<file path="src/rtl/fcpd_regs.svh">
/*
  Constants for the command parameter decoder: reset defaults, sizing
  figures and the interval unit. Assumes inclusion by bare name.
*/
`ifndef FCPD_REGS_SVH
`define FCPD_REGS_SVH

// ------------------------------------------------------------
// Reset defaults and the fixed gap 2 default
// ------------------------------------------------------------
`define FCPD_QDIS_RST 1'b1
`define FCPD_QTHR_RST 4'h0
`define FCPD_PRECOMP_START_CYLINDER_RST 8'h00
`define FCPD_SETTLE_RST 8'h01
`define FCPD_RELEASE_RST 8'h01
`define FCPD_GAP2_DFLT 8'h16

// ------------------------------------------------------------
// Sector size figures
// ------------------------------------------------------------
`define FCPD_BASE_SECT 15'h0080
`define FCPD_MAX_CODE 8'h07

// ------------------------------------------------------------
// Interval unit: one programmed step in cycles (250 MHz)
// ------------------------------------------------------------
`define FCPD_STEP_NS 1000
`define FCPD_CLK_NS 4
`define FCPD_STEP_CYC ((`FCPD_STEP_NS + `FCPD_CLK_NS - 1) / `FCPD_CLK_NS)

`endif

</file>
<file path="src/rtl/fcpd_pkg.sv">
/*
  Types shared by the command parameter decoder.
  Assumes nothing beyond a SystemVerilog compiler.
*/
package fcpd_pkg;

  // ------------------------------------------------------------
  // Latched command parameters
  // ------------------------------------------------------------
  typedef struct packed {
    logic two_side_track_join;
    logic mfm_sel;
    logic head_side_select;
    logic [7:0] size_code;
    logic [7:0] last_sector_of_track;
    logic [7:0] intersector_spacing_length;
    logic [7:0] id_data_spacing;
    logic [7:0] short_sector_byte_count;
  } fcpd_cmd_s;

  // Head timer states, Gray along idle->settle->ready->release
  typedef enum logic [1:0] {
    FCPD_IDLE = 2'b00,
    FCPD_SETTLE = 2'b01,
    FCPD_READY = 2'b11,
    FCPD_RELEASE = 2'b10
  } fcpd_head_e;

endpackage : fcpd_pkg

</file>
<file path="src/rtl/fcpd_head_if.sv">
/*
  Interface between the decoder and its head timer.
  Assumes one clock domain.
*/
`timescale 1ns/1ps
interface fcpd_head_if;
  logic xfer_req;
  logic xfer_done;
  logic [7:0] settle_steps;
  logic [7:0] release_steps;
  logic head_loaded;
  logic head_ready;
  modport ctrl (output xfer_req, xfer_done, settle_steps, release_steps,
                input head_loaded, head_ready);
  modport timer (input xfer_req, xfer_done, settle_steps, release_steps,
                 output head_loaded, head_ready);
endinterface : fcpd_head_if

</file>
<file path="src/rtl/fcpd_head_timer.sv">
/*
  Head load/settle and release timer.
  Assumes steps are counted in units of FCPD_STEP_CYC cycles.
*/
`timescale 1ns/1ps
`include "fcpd_regs.svh"
module fcpd_head_timer
  import fcpd_pkg::*;
(
  input wire logic mclk,
  input wire logic rst_n,
  fcpd_head_if.timer hif
);

  localparam logic [15:0] STEP_CYC = 16'(`FCPD_STEP_CYC);

  fcpd_head_e st_q, st_d;
  logic [15:0] pre_q;
  logic [7:0] steps_q;
  wire tick = (pre_q == STEP_CYC - 16'h0001);
  wire count_done = tick && (steps_q == 8'h00);

  // ------------------------------------------------------------
  // Next state
  // ------------------------------------------------------------
  always_comb begin
    st_d = st_q;
    unique case (st_q)
      FCPD_IDLE: if (hif.xfer_req) st_d = FCPD_SETTLE;
      // Settle always runs out; a command that ended meanwhile goes to release
      FCPD_SETTLE: if (count_done) st_d = hif.xfer_req ? FCPD_READY : FCPD_RELEASE; // [RQ8]
      FCPD_READY: if (hif.xfer_done) st_d = FCPD_RELEASE;
      FCPD_RELEASE: begin
        if (hif.xfer_req) st_d = FCPD_READY; // Head still down, no settle
        else if (count_done) st_d = FCPD_IDLE; // [RQ9]
      end
    endcase
  end

  // Prescaler restarts on each state change so intervals are whole
  always_ff @(posedge mclk) begin
    if (!rst_n) begin
      st_q <= FCPD_IDLE;
      pre_q <= 16'h0000;
      steps_q <= 8'h00;
    end else begin
      st_q <= st_d;
      if (st_d != st_q) begin
        pre_q <= 16'h0000;
        steps_q <= (st_d == FCPD_SETTLE) ? hif.settle_steps : hif.release_steps;
      end else if (tick) begin
        pre_q <= 16'h0000;
        if (steps_q != 8'h00) steps_q <= steps_q - 8'h01;
      end else begin
        pre_q <= pre_q + 16'h0001;
      end
    end
  end

  assign hif.head_loaded = (st_q != FCPD_IDLE);
  assign hif.head_ready = (st_q == FCPD_READY);

  a_settle_wait: assert property (@(posedge mclk) disable iff (!rst_n) // [RQ8]
    st_q == FCPD_IDLE && hif.xfer_req |=> !hif.head_ready[*2])
    else $error("head ready without settle");

endmodule : fcpd_head_timer

</file>
<file path="src/rtl/fcpd_param_decode.sv">
/*
  Floppy command-phase parameter decoder: latches parameters, applies
  configure settings, sequences sectors and times the head.
  Assumes a sequencer that presents command bytes and per-sector strobes.
*/
// Operation
// [RQ1] Count flag makes byte count the sectors
// [RQ2] Queue enabled when disable bit is zero
// [RQ3] Auto-seek seeks before cylinder transfers
// [RQ4] Stop sequencing at last sector of track
// [RQ5] ID-data spacing applies only in perpendicular
// [RQ6] Inter-sector spacing sets third gap length
// [RQ7] Head side selects head zero or one
// [RQ8] Wait settle interval after head load
// [RQ9] Release head after release interval
// [RQ10] Retain flag guards settings on soft reset
// [RQ11] Density selector one means MFM
// [RQ12] Track join spans both heads
// [RQ13] Continue on head one after head zero
// [RQ14] Code zero uses byte count length
// [RQ15] Size is 128 shifted by code
// [RQ16] Host avoids unsupported size combinations
// [RQ17] Short sector pads zeros, CRC whole
// [RQ18] Parameters held through execution
`timescale 1ns/1ps
`include "fcpd_regs.svh"
module fcpd_param_decode
  import fcpd_pkg::*;
(
  input wire logic mclk,
  input wire logic rst_n,
  input wire logic soft_reset,
  input wire logic cfg_load,
  input wire logic cfg_queue_disable_bit,
  input wire logic cfg_auto_seek_before_transfer,
  input wire logic [3:0] cfg_queue_threshold,
  input wire logic [7:0] cfg_precomp_start_cylinder,
  input wire logic lock_load,
  input wire logic lock_value,
  input wire logic perp_mode,
  input wire logic spec_load,
  input wire logic [7:0] spec_head_settle_interval,
  input wire logic [7:0] spec_head_release_interval,
  input wire logic cmd_start,
  input wire logic cmd_is_verify,
  input wire logic cmd_has_cyl,
  input wire logic cmd_verify_by_count_flag,
  input wire fcpd_cmd_s cmd_in,
  input wire logic [7:0] cmd_first_sector,
  input wire logic sector_done,
  input wire logic exec_end,
  input wire logic seek_done,
  output logic queue_enable,
  output logic [3:0] queue_threshold,
  output logic [7:0] precomp_start_cylinder,
  output logic settings_retain,
  output logic seek_req,
  output logic xfer_go,
  output logic mfm_mode,
  output logic head_out,
  output logic [7:0] sector_num,
  output logic track_end,
  output logic [7:0] gap2_len,
  output logic [7:0] gap3_len,
  output logic [14:0] phys_sector_bytes,
  output logic [14:0] host_bytes,
  output logic [7:0] verify_sectors,
  output logic verify_count_mode,
  output logic head_loaded,
  output logic [7:0] gap2_default
);

  // ------------------------------------------------------------
  // Configure settings
  // ------------------------------------------------------------
  logic qdis_q, eis_q, lock_q;
  logic [3:0] qthr_q;
  logic [7:0] precomp_start_cylinder_q;
  logic [7:0] hst_q, hrt_q;
  wire soft_clear = soft_reset && !lock_q; // [RQ10]

  // Soft reset loses to lock and to cfg_load; load wins over soft clear
  always_ff @(posedge mclk) begin
    if (!rst_n) begin
      qdis_q <= `FCPD_QDIS_RST;
      qthr_q <= `FCPD_QTHR_RST;
      precomp_start_cylinder_q <= `FCPD_PRECOMP_START_CYLINDER_RST;
      eis_q <= 1'b0;
      lock_q <= 1'b0;
      hst_q <= `FCPD_SETTLE_RST;
      hrt_q <= `FCPD_RELEASE_RST;
    end else begin
      if (cfg_load) begin
        qdis_q <= cfg_queue_disable_bit;
        qthr_q <= cfg_queue_threshold;
        precomp_start_cylinder_q <= cfg_precomp_start_cylinder;
        eis_q <= cfg_auto_seek_before_transfer;
      end else if (soft_clear) begin
        qdis_q <= `FCPD_QDIS_RST; // [RQ10]
        qthr_q <= `FCPD_QTHR_RST;
        precomp_start_cylinder_q <= `FCPD_PRECOMP_START_CYLINDER_RST;
      end
      if (lock_load) lock_q <= lock_value;
      if (spec_load) begin
        hst_q <= spec_head_settle_interval;
        hrt_q <= spec_head_release_interval;
      end
    end
  end

  assign queue_enable = !qdis_q; // [RQ2]
  assign queue_threshold = qthr_q;
  assign precomp_start_cylinder = precomp_start_cylinder_q;
  assign settings_retain = lock_q;
  assign gap2_default = `FCPD_GAP2_DFLT;

  // ------------------------------------------------------------
  // Command latch and sequencing
  // ------------------------------------------------------------
  fcpd_cmd_s cmd_q;
  logic busy_q, ec_q, vfy_q, seek_q, head_q;
  logic [7:0] sect_q;
  logic [7:0] sect_cnt_q;

  wire last_sect = (sect_q == cmd_q.last_sector_of_track); // [RQ4]
  wire can_switch = cmd_q.two_side_track_join && !head_q; // [RQ12]
  wire vfy_cnt_end = ec_q && vfy_q && (sect_cnt_q + 8'h01 == cmd_q.short_sector_byte_count);
  wire ends_now = busy_q && sector_done && ((last_sect && !can_switch) || vfy_cnt_end);

  // Parameters captured at start and held until execution ends
  always_ff @(posedge mclk) begin
    if (!rst_n) begin
      cmd_q <= '0;
      busy_q <= 1'b0;
      ec_q <= 1'b0;
      vfy_q <= 1'b0;
      seek_q <= 1'b0;
      head_q <= 1'b0;
      sect_q <= 8'h00;
      sect_cnt_q <= 8'h00;
      track_end <= 1'b0;
    end else begin
      track_end <= 1'b0;
      if (cmd_start && !busy_q) begin
        cmd_q <= cmd_in; // [RQ18]
        busy_q <= 1'b1;
        ec_q <= cmd_verify_by_count_flag;
        vfy_q <= cmd_is_verify;
        seek_q <= eis_q && cmd_has_cyl; // [RQ3]
        head_q <= cmd_in.two_side_track_join ? 1'b0 : cmd_in.head_side_select; // [RQ7]
        sect_q <= cmd_first_sector;
        sect_cnt_q <= 8'h00;
      end else if (busy_q) begin
        if (seek_done) seek_q <= 1'b0;
        if (sector_done) begin
          sect_cnt_q <= sect_cnt_q + 8'h01;
          if (ends_now) begin
            track_end <= 1'b1;
          end else if (last_sect) begin
            head_q <= 1'b1; // [RQ13]
            sect_q <= 8'h01;
          end else begin
            sect_q <= sect_q + 8'h01;
          end
        end
        if (exec_end) busy_q <= 1'b0;
      end
    end
  end

  assign seek_req = busy_q && seek_q; // [RQ3]
  assign mfm_mode = cmd_q.mfm_sel; // [RQ11]
  assign head_out = head_q;
  assign sector_num = sect_q;
  assign gap2_len = perp_mode ? cmd_q.id_data_spacing : gap2_default; // [RQ5]
  assign gap3_len = cmd_q.intersector_spacing_length; // [RQ6]
  assign verify_count_mode = ec_q && vfy_q; // [RQ1]
  assign verify_sectors = cmd_q.short_sector_byte_count; // [RQ1]

  // ------------------------------------------------------------
  // Sector sizing; codes above the maximum clamp (host must avoid)
  // ------------------------------------------------------------
  wire [2:0] code_eff = (cmd_q.size_code > `FCPD_MAX_CODE) ? 3'h7 : cmd_q.size_code[2:0];
  assign phys_sector_bytes = `FCPD_BASE_SECT << code_eff; // [RQ15]
  // Code zero outside verify-count mode passes only counted bytes; rest padded zero, CRC full
  assign host_bytes = (cmd_q.size_code == 8'h00 && !verify_count_mode) ?
    {7'h00, cmd_q.short_sector_byte_count} : phys_sector_bytes; // [RQ14] [RQ17]

  // ------------------------------------------------------------
  // Head timer
  // ------------------------------------------------------------
  fcpd_head_if hif ();
  assign hif.xfer_req = busy_q && !seek_q;
  assign hif.xfer_done = busy_q && exec_end;
  assign hif.settle_steps = hst_q;
  assign hif.release_steps = hrt_q;
  assign xfer_go = hif.head_ready && busy_q && !seek_q; // [RQ8]
  assign head_loaded = hif.head_loaded;

  fcpd_head_timer u_timer (
    .mclk(mclk),
    .rst_n(rst_n),
    .hif(hif)
  );

  // ------------------------------------------------------------
  // Checks
  // ------------------------------------------------------------
  a_queue_polarity: assert property (@(posedge mclk) disable iff (!rst_n) // [RQ2]
    cfg_load |=> queue_enable == !$past(cfg_queue_disable_bit))
    else $error("queue enable polarity wrong");
  a_lock_holds: assert property (@(posedge mclk) disable iff (!rst_n) // [RQ10]
    soft_reset && lock_q && !cfg_load
    |=> $stable(qdis_q) && $stable(qthr_q) && $stable(precomp_start_cylinder_q))
    else $error("locked settings changed");
  a_soft_clears: assert property (@(posedge mclk) disable iff (!rst_n) // [RQ10]
    soft_reset && !lock_q && !cfg_load |=> qdis_q && qthr_q == 4'h0 && precomp_start_cylinder_q == 8'h00)
    else $error("soft reset did not restore");
  a_param_hold: assert property (@(posedge mclk) disable iff (!rst_n) // [RQ18]
    busy_q && $past(busy_q) |-> $stable(cmd_q))
    else $error("parameter changed in execution");
  a_no_seek: assert property (@(posedge mclk) disable iff (!rst_n) // [RQ3]
    cmd_start && !busy_q && !eis_q |=> !seek_req)
    else $error("implied seek while disabled");
  a_gap2_perp: assert property (@(posedge mclk) disable iff (!rst_n) // [RQ5]
    !perp_mode |-> gap2_len == gap2_default)
    else $error("gap2 altered outside perpendicular");
  a_head_switch: assert property (@(posedge mclk) disable iff (!rst_n) // [RQ13]
    busy_q && sector_done && last_sect && can_switch && !vfy_cnt_end
    |=> head_out && sector_num == 8'h01)
    else $error("no continue on head one");
  a_track_end: assert property (@(posedge mclk) disable iff (!rst_n) // [RQ4]
    busy_q && sector_done && last_sect && head_q |=> track_end)
    else $error("no end at last sector");
  a_size_calc: assert property (@(posedge mclk) disable iff (!rst_n) // [RQ15]
    cmd_q.size_code == 8'h02 |-> phys_sector_bytes == 15'h0200)
    else $error("sector size wrong");

endmodule : fcpd_param_decode

</file>
<file path="config.mk">
export PLATFORM = sky130hd
export DESIGN_NAME = fcpd_param_decode
export DESIGN_NICKNAME = d
export VERILOG_FILES = /design/src/rtl/fcpd_pkg.sv /design/src/rtl/fcpd_head_if.sv /design/src/rtl/fcpd_head_timer.sv /design/src/rtl/fcpd_param_decode.sv
export VERILOG_INCLUDE_DIRS = /design/src /design/src/rtl
export SDC_FILE = /design/constraint.sdc
export NUM_CORES = 1
export LEC_CHECK = 0
export BUFFER_PORTS_ARGS = -buffer_cell sky130_fd_sc_hd__buf_2
export CAP_MARGIN = 20
export CORE_MARGIN = 2
export CORE_UTILIZATION = 45
export DETAILED_ROUTE_END_ITERATION = 6
export PLACE_DENSITY_LB_ADDON = 0.3
export SLEW_MARGIN = 20
export SYNTH_ARGS = -nofsm -noshare
export SYNTH_HDL_FRONTEND = slang
export SYNTH_SLANG_ARGS = --single-unit
export TNS_END_PERCENT = 30
</file>
<file path="constraint.sdc">
create_clock -name mclk -period 2.1 [get_ports mclk]
set_input_delay 0.105 -clock mclk [delete_from_list [all_inputs] [get_ports mclk]]
set_output_delay 0.105 -clock mclk [all_outputs]
set_load 0.01 [all_outputs]
</file>
# Word level (Yosys, flattened, before mapping)
# Index checks and enable logic that the tools add are counted.
[word_totals]
ff_bits = 121
word_cells = 125
mem_bits_rw = 0
romBits = 0
output_inout_bits = 91
mem_count = 0
input_bits = 96
latchBits = 0
[classes]
n_addsub = 4
muxes = 38
order_cmp = 1
n_div = 0
bitwise = 3
mul = 0
eq_ne = 9
n_reduce_logical = 44
n_shift = 1
[op_table]
columns = ["op", "count"]
rows = [
  ["two-way mux 8 bit", 12],
  ["adder 16 x 1 -> 16 bit (second input constant)", 1],
  ["adder 8 x 1 -> 8 bit (second input constant)", 2],
  ["equality test 16 x 8 -> 1 bit (second input constant)", 1],
  ["equality test 8 bit", 2],
  ["logical AND 1 bit", 16],
  ["logical NOT 8 bit", 2],
  ["two-way mux 1 bit", 16],
  ["nonzero test 2 bit", 8],
  ["two-way mux 15 bit", 1],
  ["left shift 8 x 3 -> 15 bit (first input constant)", 1],
  ["two-way mux 2 bit", 5],
  ["greater-than comparator 8 x 3 -> 1 bit (second input constant)", 1],
  ["two-way mux 4 bit", 2],
  ["one-hot mux 2 bit (4 select lines)", 1],
  ["nonzero test 8 bit", 1],
  ["subtractor 8 x 1 -> 8 bit (second input constant)", 1],
  ["logical NOT 1 bit", 7],
  ["AND reduction 2 bit", 3],
  ["equality test 2 x 1 -> 1 bit (second input constant)", 2],
  ["equality test 2 bit (second input constant)", 2],
  ["AND reduction 4 bit", 1],
  ["OR reduction 4 bit", 1],
  ["two-way mux 3 bit", 1],
  ["8 further kinds", 10],
]

# Depth between registers and ports, before layout
[logic_depth]
word_depth = 10
ltp_mapped = 9

# By module
# From an unflattened synthesis, not the netlist that was laid out.
[unflattened]
hier_cells = 716
area_unflattened_um2 = 5899.4
[modules_own_cells]
columns = ["module", "area_per_inst_um2", "cells_per_inst", "n_inst", "seq_area_each_um2"]
rows = [
  ["fcpd_param_decode", 4453.0, 554, 1, 1901.8],
  ["fcpd_head_timer", 1446.4, 162, 1, 520.5],
]

# Least setup slack after synthesis
# Ideal clock, no wire load.
[synth_path]
path_kind = "register to register"
startpoint = "register u_timer.steps_q[0]"
endpoint = "register u_timer.steps_q[1]"
setup_slack_ns = 0.031
n_path_buf = 1
path_stages_with_launch = 9
t_arrival_ns = 1.953
synth_period_minus_slack_ns = 2.069
cell_sequence = "dfxtp_1 > inv_1 > ha_1 > and3_1 > buf_2 > a311oi_2 > mux2i_1 > nand2_1 > o211a_1"
[synth_via]
elab_chain_cells = 8
[synth_rtl]
columns = ["element", "line", "rtl"]
rows = [
  ["start: declaration", "fcpd_head_timer.sv:19", "logic [7:0] steps_q;"],
  ["start signal: assignment", "fcpd_head_timer.sv:50", "steps_q <= (st_d == FCPD_SETTLE) ? hif.settle_steps : hif.release_steps;"],
  ["start signal: assignment", "fcpd_head_timer.sv:53", "if (steps_q != 8'h00) steps_q <= steps_q - 8'h01;"],
  ["logical NOT 8 bit", "fcpd_head_timer.sv:21", "wire count_done = tick && (steps_q == 8'h00);"],
  ["logical AND 1 bit", "fcpd_head_timer.sv:21", ""],
  ["two-way mux 2 bit", "fcpd_head_timer.sv:35", "else if (count_done) st_d = FCPD_IDLE;"],
  ["two-way mux 2 bit", "fcpd_head_timer.sv:34", "if (hif.xfer_req) st_d = FCPD_READY;"],
  ["one-hot mux 2 bit (4 select lines)", "fcpd_head_timer.sv:28", "unique case (st_q)"],
  ["equality test 2 x 1 -> 1 bit / inequality test 2 bit (equally long branches)", "fcpd_head_timer.sv:50, fcpd_head_timer.sv:48", ""],
  ["two-way mux 8 bit / nonzero test 2 bit (equally long branches)", "n/a", ""],
  ["two-way mux 8 bit / AND reduction 2 bit (equally long branches)", "n/a", ""],
]
# Several ways; a longest one is shown, not always the timed one. The select of a mux whose other input is x is not followed.
# A chain may end at the register's enable or synchronous reset.

# Final worst setup path
[layout_path]
startpoint = "register cmd_q[35] (netlist name)"
endpoint = "output port host_bytes[4]"
[layout_via]
elab_chain_cells = 4
[layout_rtl]
columns = ["element", "line", "rtl"]
rows = [
  ["start: declaration", "fcpd_param_decode.sv:120", "fcpd_cmd_s cmd_q;"],
  ["start signal: assignment", "fcpd_param_decode.sv:145", "cmd_q <= cmd_in;"],
  ["greater-than comparator 8 x 3 -> 1 bit (no line)", "n/a", ""],
  ["two-way mux 3 bit", "fcpd_param_decode.sv:183", "wire [2:0] code_eff = (cmd_q.size_code > `FCPD_MAX_CODE) ? 3'h7 : cmd_q.size_code[2:0];"],
  ["left shift 8 x 3 -> 15 bit (no line)", "n/a", ""],
  ["two-way mux 15 bit *", "fcpd_param_decode.sv:186", "assign host_bytes = (cmd_q.size_code == 8'h00 && !verify_count_mode) ?"],
  ["end: declaration", "fcpd_param_decode.sv:66", "output logic [14:0] host_bytes,"],
]
# Mark *: on every way between the ends. The rest lies on a longest branch, timed or not.

==> results.toml <==
[setup_path]
worst-setup-path-type = "reg2out"
crit_buf_inv = 2
arrival_ns = 2.22
path_cells = "or4_4 -> or3_4 -> nor4_4 -> buf_4 -> and2_1 -> buf_2"
worstReg2RegStart = "u_timer.pre_q[1]$_SDFF_PP0_"
end_kind = "primary output"
cp_slowest_cell = "or4_4"
crit_required_ns = 2.00
reg2reg_slack_ns = -0.10
crit_path_start = "cmd_q[35]$_SDFFE_PN0P_"
start_kind = "flop"
cp_top_family = "simple AND/OR/NAND/NOR gates"
rr_worst_depth = 10
crit_fanout = 7
slowest_delay_ns = 0.54
rr_endpoint = "u_timer.steps_q[1]$_SDFFE_PN0P_"

[worst_hold_path]
min_from = "exec_end"
hp-class = "in2reg"
hold_path_end = "busy_q$_SDFF_PN0_"
hold_depth = 3

[final_layout]
n_fill_cell = 1086
antenna_cells = 0
final_cell_mix = "buf_2, nand2_1, dfxtp_1"
final_common_cell = "buf_2"
synthToLayoutAreaGrowth_pct = 43.4
drive_gt1_share_pct = 28.4
nNetsFinal = 1073

[drt]
drt_first_pass_iters = 4
avgViaCountPerCell = 4.95
drc_errors = 0
drt_wl_total_um = 16300
drt_iter0_drc = 239
vias = 5738
routedWlPerCell_um = 14.1
ant_nets = 0

[clock_network]
root_buffer = "clkbuf_16"
cts_sinks = 121
cts_buffers = 17
clockBufferDepth = 2
h-tree-depth = 4
cts_tree = "built"
clk_pin_slew_ns = 0.05
worst_skew_pair.late_latency_ns = 0.42

[power_and_ir_drop]
p_total_w = 0.00654
swShare_pct = 25.8
p_int_w = 0.00485
p_leak_nw = 3.74
ir_worst_vdd_uv = 446
power_density_nw_per_um2 = 761
p_seq_share_pct = 38.8
clkPwrFrac_pct = 44.4
p_switching_w = 0.00169
combPwrFrac_pct = 16.8

[global_routing]
grt_pass1_wl_um = 25900
first_global_vias = 5614
antenna_found_initial = 0
track_usage_pct = 22.6
grt_max_degree = 59
overflow = 0

[logic_synthesis]
yosys.area.top_type_share_pct = 40.4
yosysWarnings = 0
synth_area_per_cell_um2 = 8.33
ys_types = 52
ys_top_cells_by_area = "dfxtp_1, nand2_1, a21boi_0"
async_flop_share_pct = 0
ys.flop_type = "dfxtp_1"
syn_area_um2 = 5990
yosysSeqAreaShare_pct = 40.4
synthCells = 719
synth-seq-cells = 121
yosys.area.top_type = "dfxtp_1"
synth_edf_count = 0

[sta]
worstMarginPinSlew_ns = 0.613
fmax_mhz = 430
slew_headroom_pct = 59.1
slew_viol_final = 0
hold_ws_ns = 0.0325
skew_ns = 0.0108
hold_viol = 0
fin_crit_ns = 2.33
rsz0062_at_grt = "yes"
finalSetupViolations = 23
finalCritPeriodShare_pct = 111
setup_ws_ns = -0.228
setup_tns_ns = -2.42

[die]
die_x_um = 119
rows = 42
core_area_um2 = 13100
ios = 187
die_y_um = 119
die-area_um2 = 14300
initial_core_util_pct = 45.6

[run]
cap_violations = 0

[run_status]
status = "complete, but fails checks"
violations = "negative setup slack"

[place]
place.gp.congestion = 0.879
numPortBuffers = 171
place_ws_ns = -0.0153
hpwl_um = 10500
==> final cells by class <==
| cell class | count | area, µm² | share of cell area (%) |
|---|---|---|---|
| flip-flops and latches | 121 | 2430 | 28.2 |
| inverters | 9 | 33.8 | 0.393 |
| repair buffers | 293 | 2030 | 23.7 |
| multi-input cells | 529 | 3280 | 38.2 |
| well taps | 176 | 220 | 2.56 |
| clock inverters | 14 | 155 | 1.81 |
| clock buffers | 18 | 439 | 5.11 |
==> per-stage QoR <==
step	utilization [%]	cell area, µm²	std cells
2_1_floorplan	-	6040	732
3_3_place_gp	53.6	7050	1044
3_5_place_dp	53.6	7050	1044
4_1_cts	64.3	8440	1154
5_1_grt	65.4	8590	1160
6_report	65.4	8590	1160
==> worst reg2reg max path: stages (launching register included) <==
cell	delay (ns)
dfxtp_2	0.32
inv_2	0.06
ha_4	0.11
or3b_4	0.38
nor4_4	0.36
nand3b_1	0.20
a31oi_4	0.25
buf_12	0.13
buf_6	0.12
nand2_1	0.05
o211a_1	0.11
==> power groups by stage <==
stage / Clock (W) / Combinational (W) / Sequential (W)
after detailed placement: 0 / 0.000899 / 0.00257
after global placement: 0 / 0.000889 / 0.00257
after floorplan: 0 / 0.000595 / 0.00256
after global routing: 0.00306 / 0.00121 / 0.00255
final: 0.00290 / 0.00110 / 0.00254
after CTS: 0.00297 / 0.00103 / 0.00253
==> kinds of logic after synthesis <==
logic type	after synthesis	synth area share, %
xor gates and xnor gates	41	5.99
buffers and inverters	82	7.31
other	2	0.125
and+or+nand+nor	310	24.8
adders and majority gates	6	1.25
muxes	29	4.84
DFF	121	40.4
AOI/OAI and AO/OA	128	15.3
==> synth_stat cells, drive strengths merged, types with 7 or more instances <==
cell type	n
buf	41
a22oi	12
nand3	21
clkbuf	32
and3	9
xnor2	25
inv	9
and2	15
nand2	142
nand4	12
nor2b	33
o21ai	19
a21boi	47
nor2	43
nand2b	7
mux2i	29
xor2	16
a21oi	22
dfxtp	121
==> what timing repair did <==
item | in CTS | in global routing
setup endpoints to repair | 22 | 34
pin swaps | 2 | 5
endpoints found under the hold margin | 77 | 0
setup buffers | 0 | 7
gates resized for setup | 4 | 35
hold buffers | 78 | 0
==> worst max-delay path by stage <==
stage / slack (ns) / end / cells after the start
final: -0.23 / host_bytes[4] / 6
after global routing: -0.31 / host_bytes[4] / 6
after CTS: -0.22 / host_bytes[4] / 6
after detailed placement: -0.02 / u_timer.steps_q[7]$_SDFFE_PN0P_ / 7
after global placement: 0.02 / u_timer.steps_q[7]$_SDFFE_PN0P_ / 7
after floorplan: 0.03 / u_timer.steps_q[1]$_SDFFE_PN0P_ / 8
==> registers in the layout (all words and copies together), names as in the netlist, 2 cells and up <==
register	cells
cmd_q	25
hif.release_steps	8
hif.settle_steps	8
precomp_start_cylinder	8
u_timer.steps_q	8
sector_num	8
u_timer.pre_q	16
verify_sectors	8
sect_cnt_q	8
gap3_len	8
queue_threshold	4
u_timer.st_q	2
==> metal layers <==
| metal | vias to the layer above | wire length (µm) | global-route usage (%) |
|---|---|---|---|
| met1 | 2661 | 6840 | 25.7 |
| li1 | 2897 | - | - |
| met3 | 27 | 705 | 5.60 |
| met4 | 0 | 335 | 9.19 |
| met5 | - | 0 | 0 |
| met2 | 153 | 8430 | 40.4 |
(Power assumes the default switching activity.)
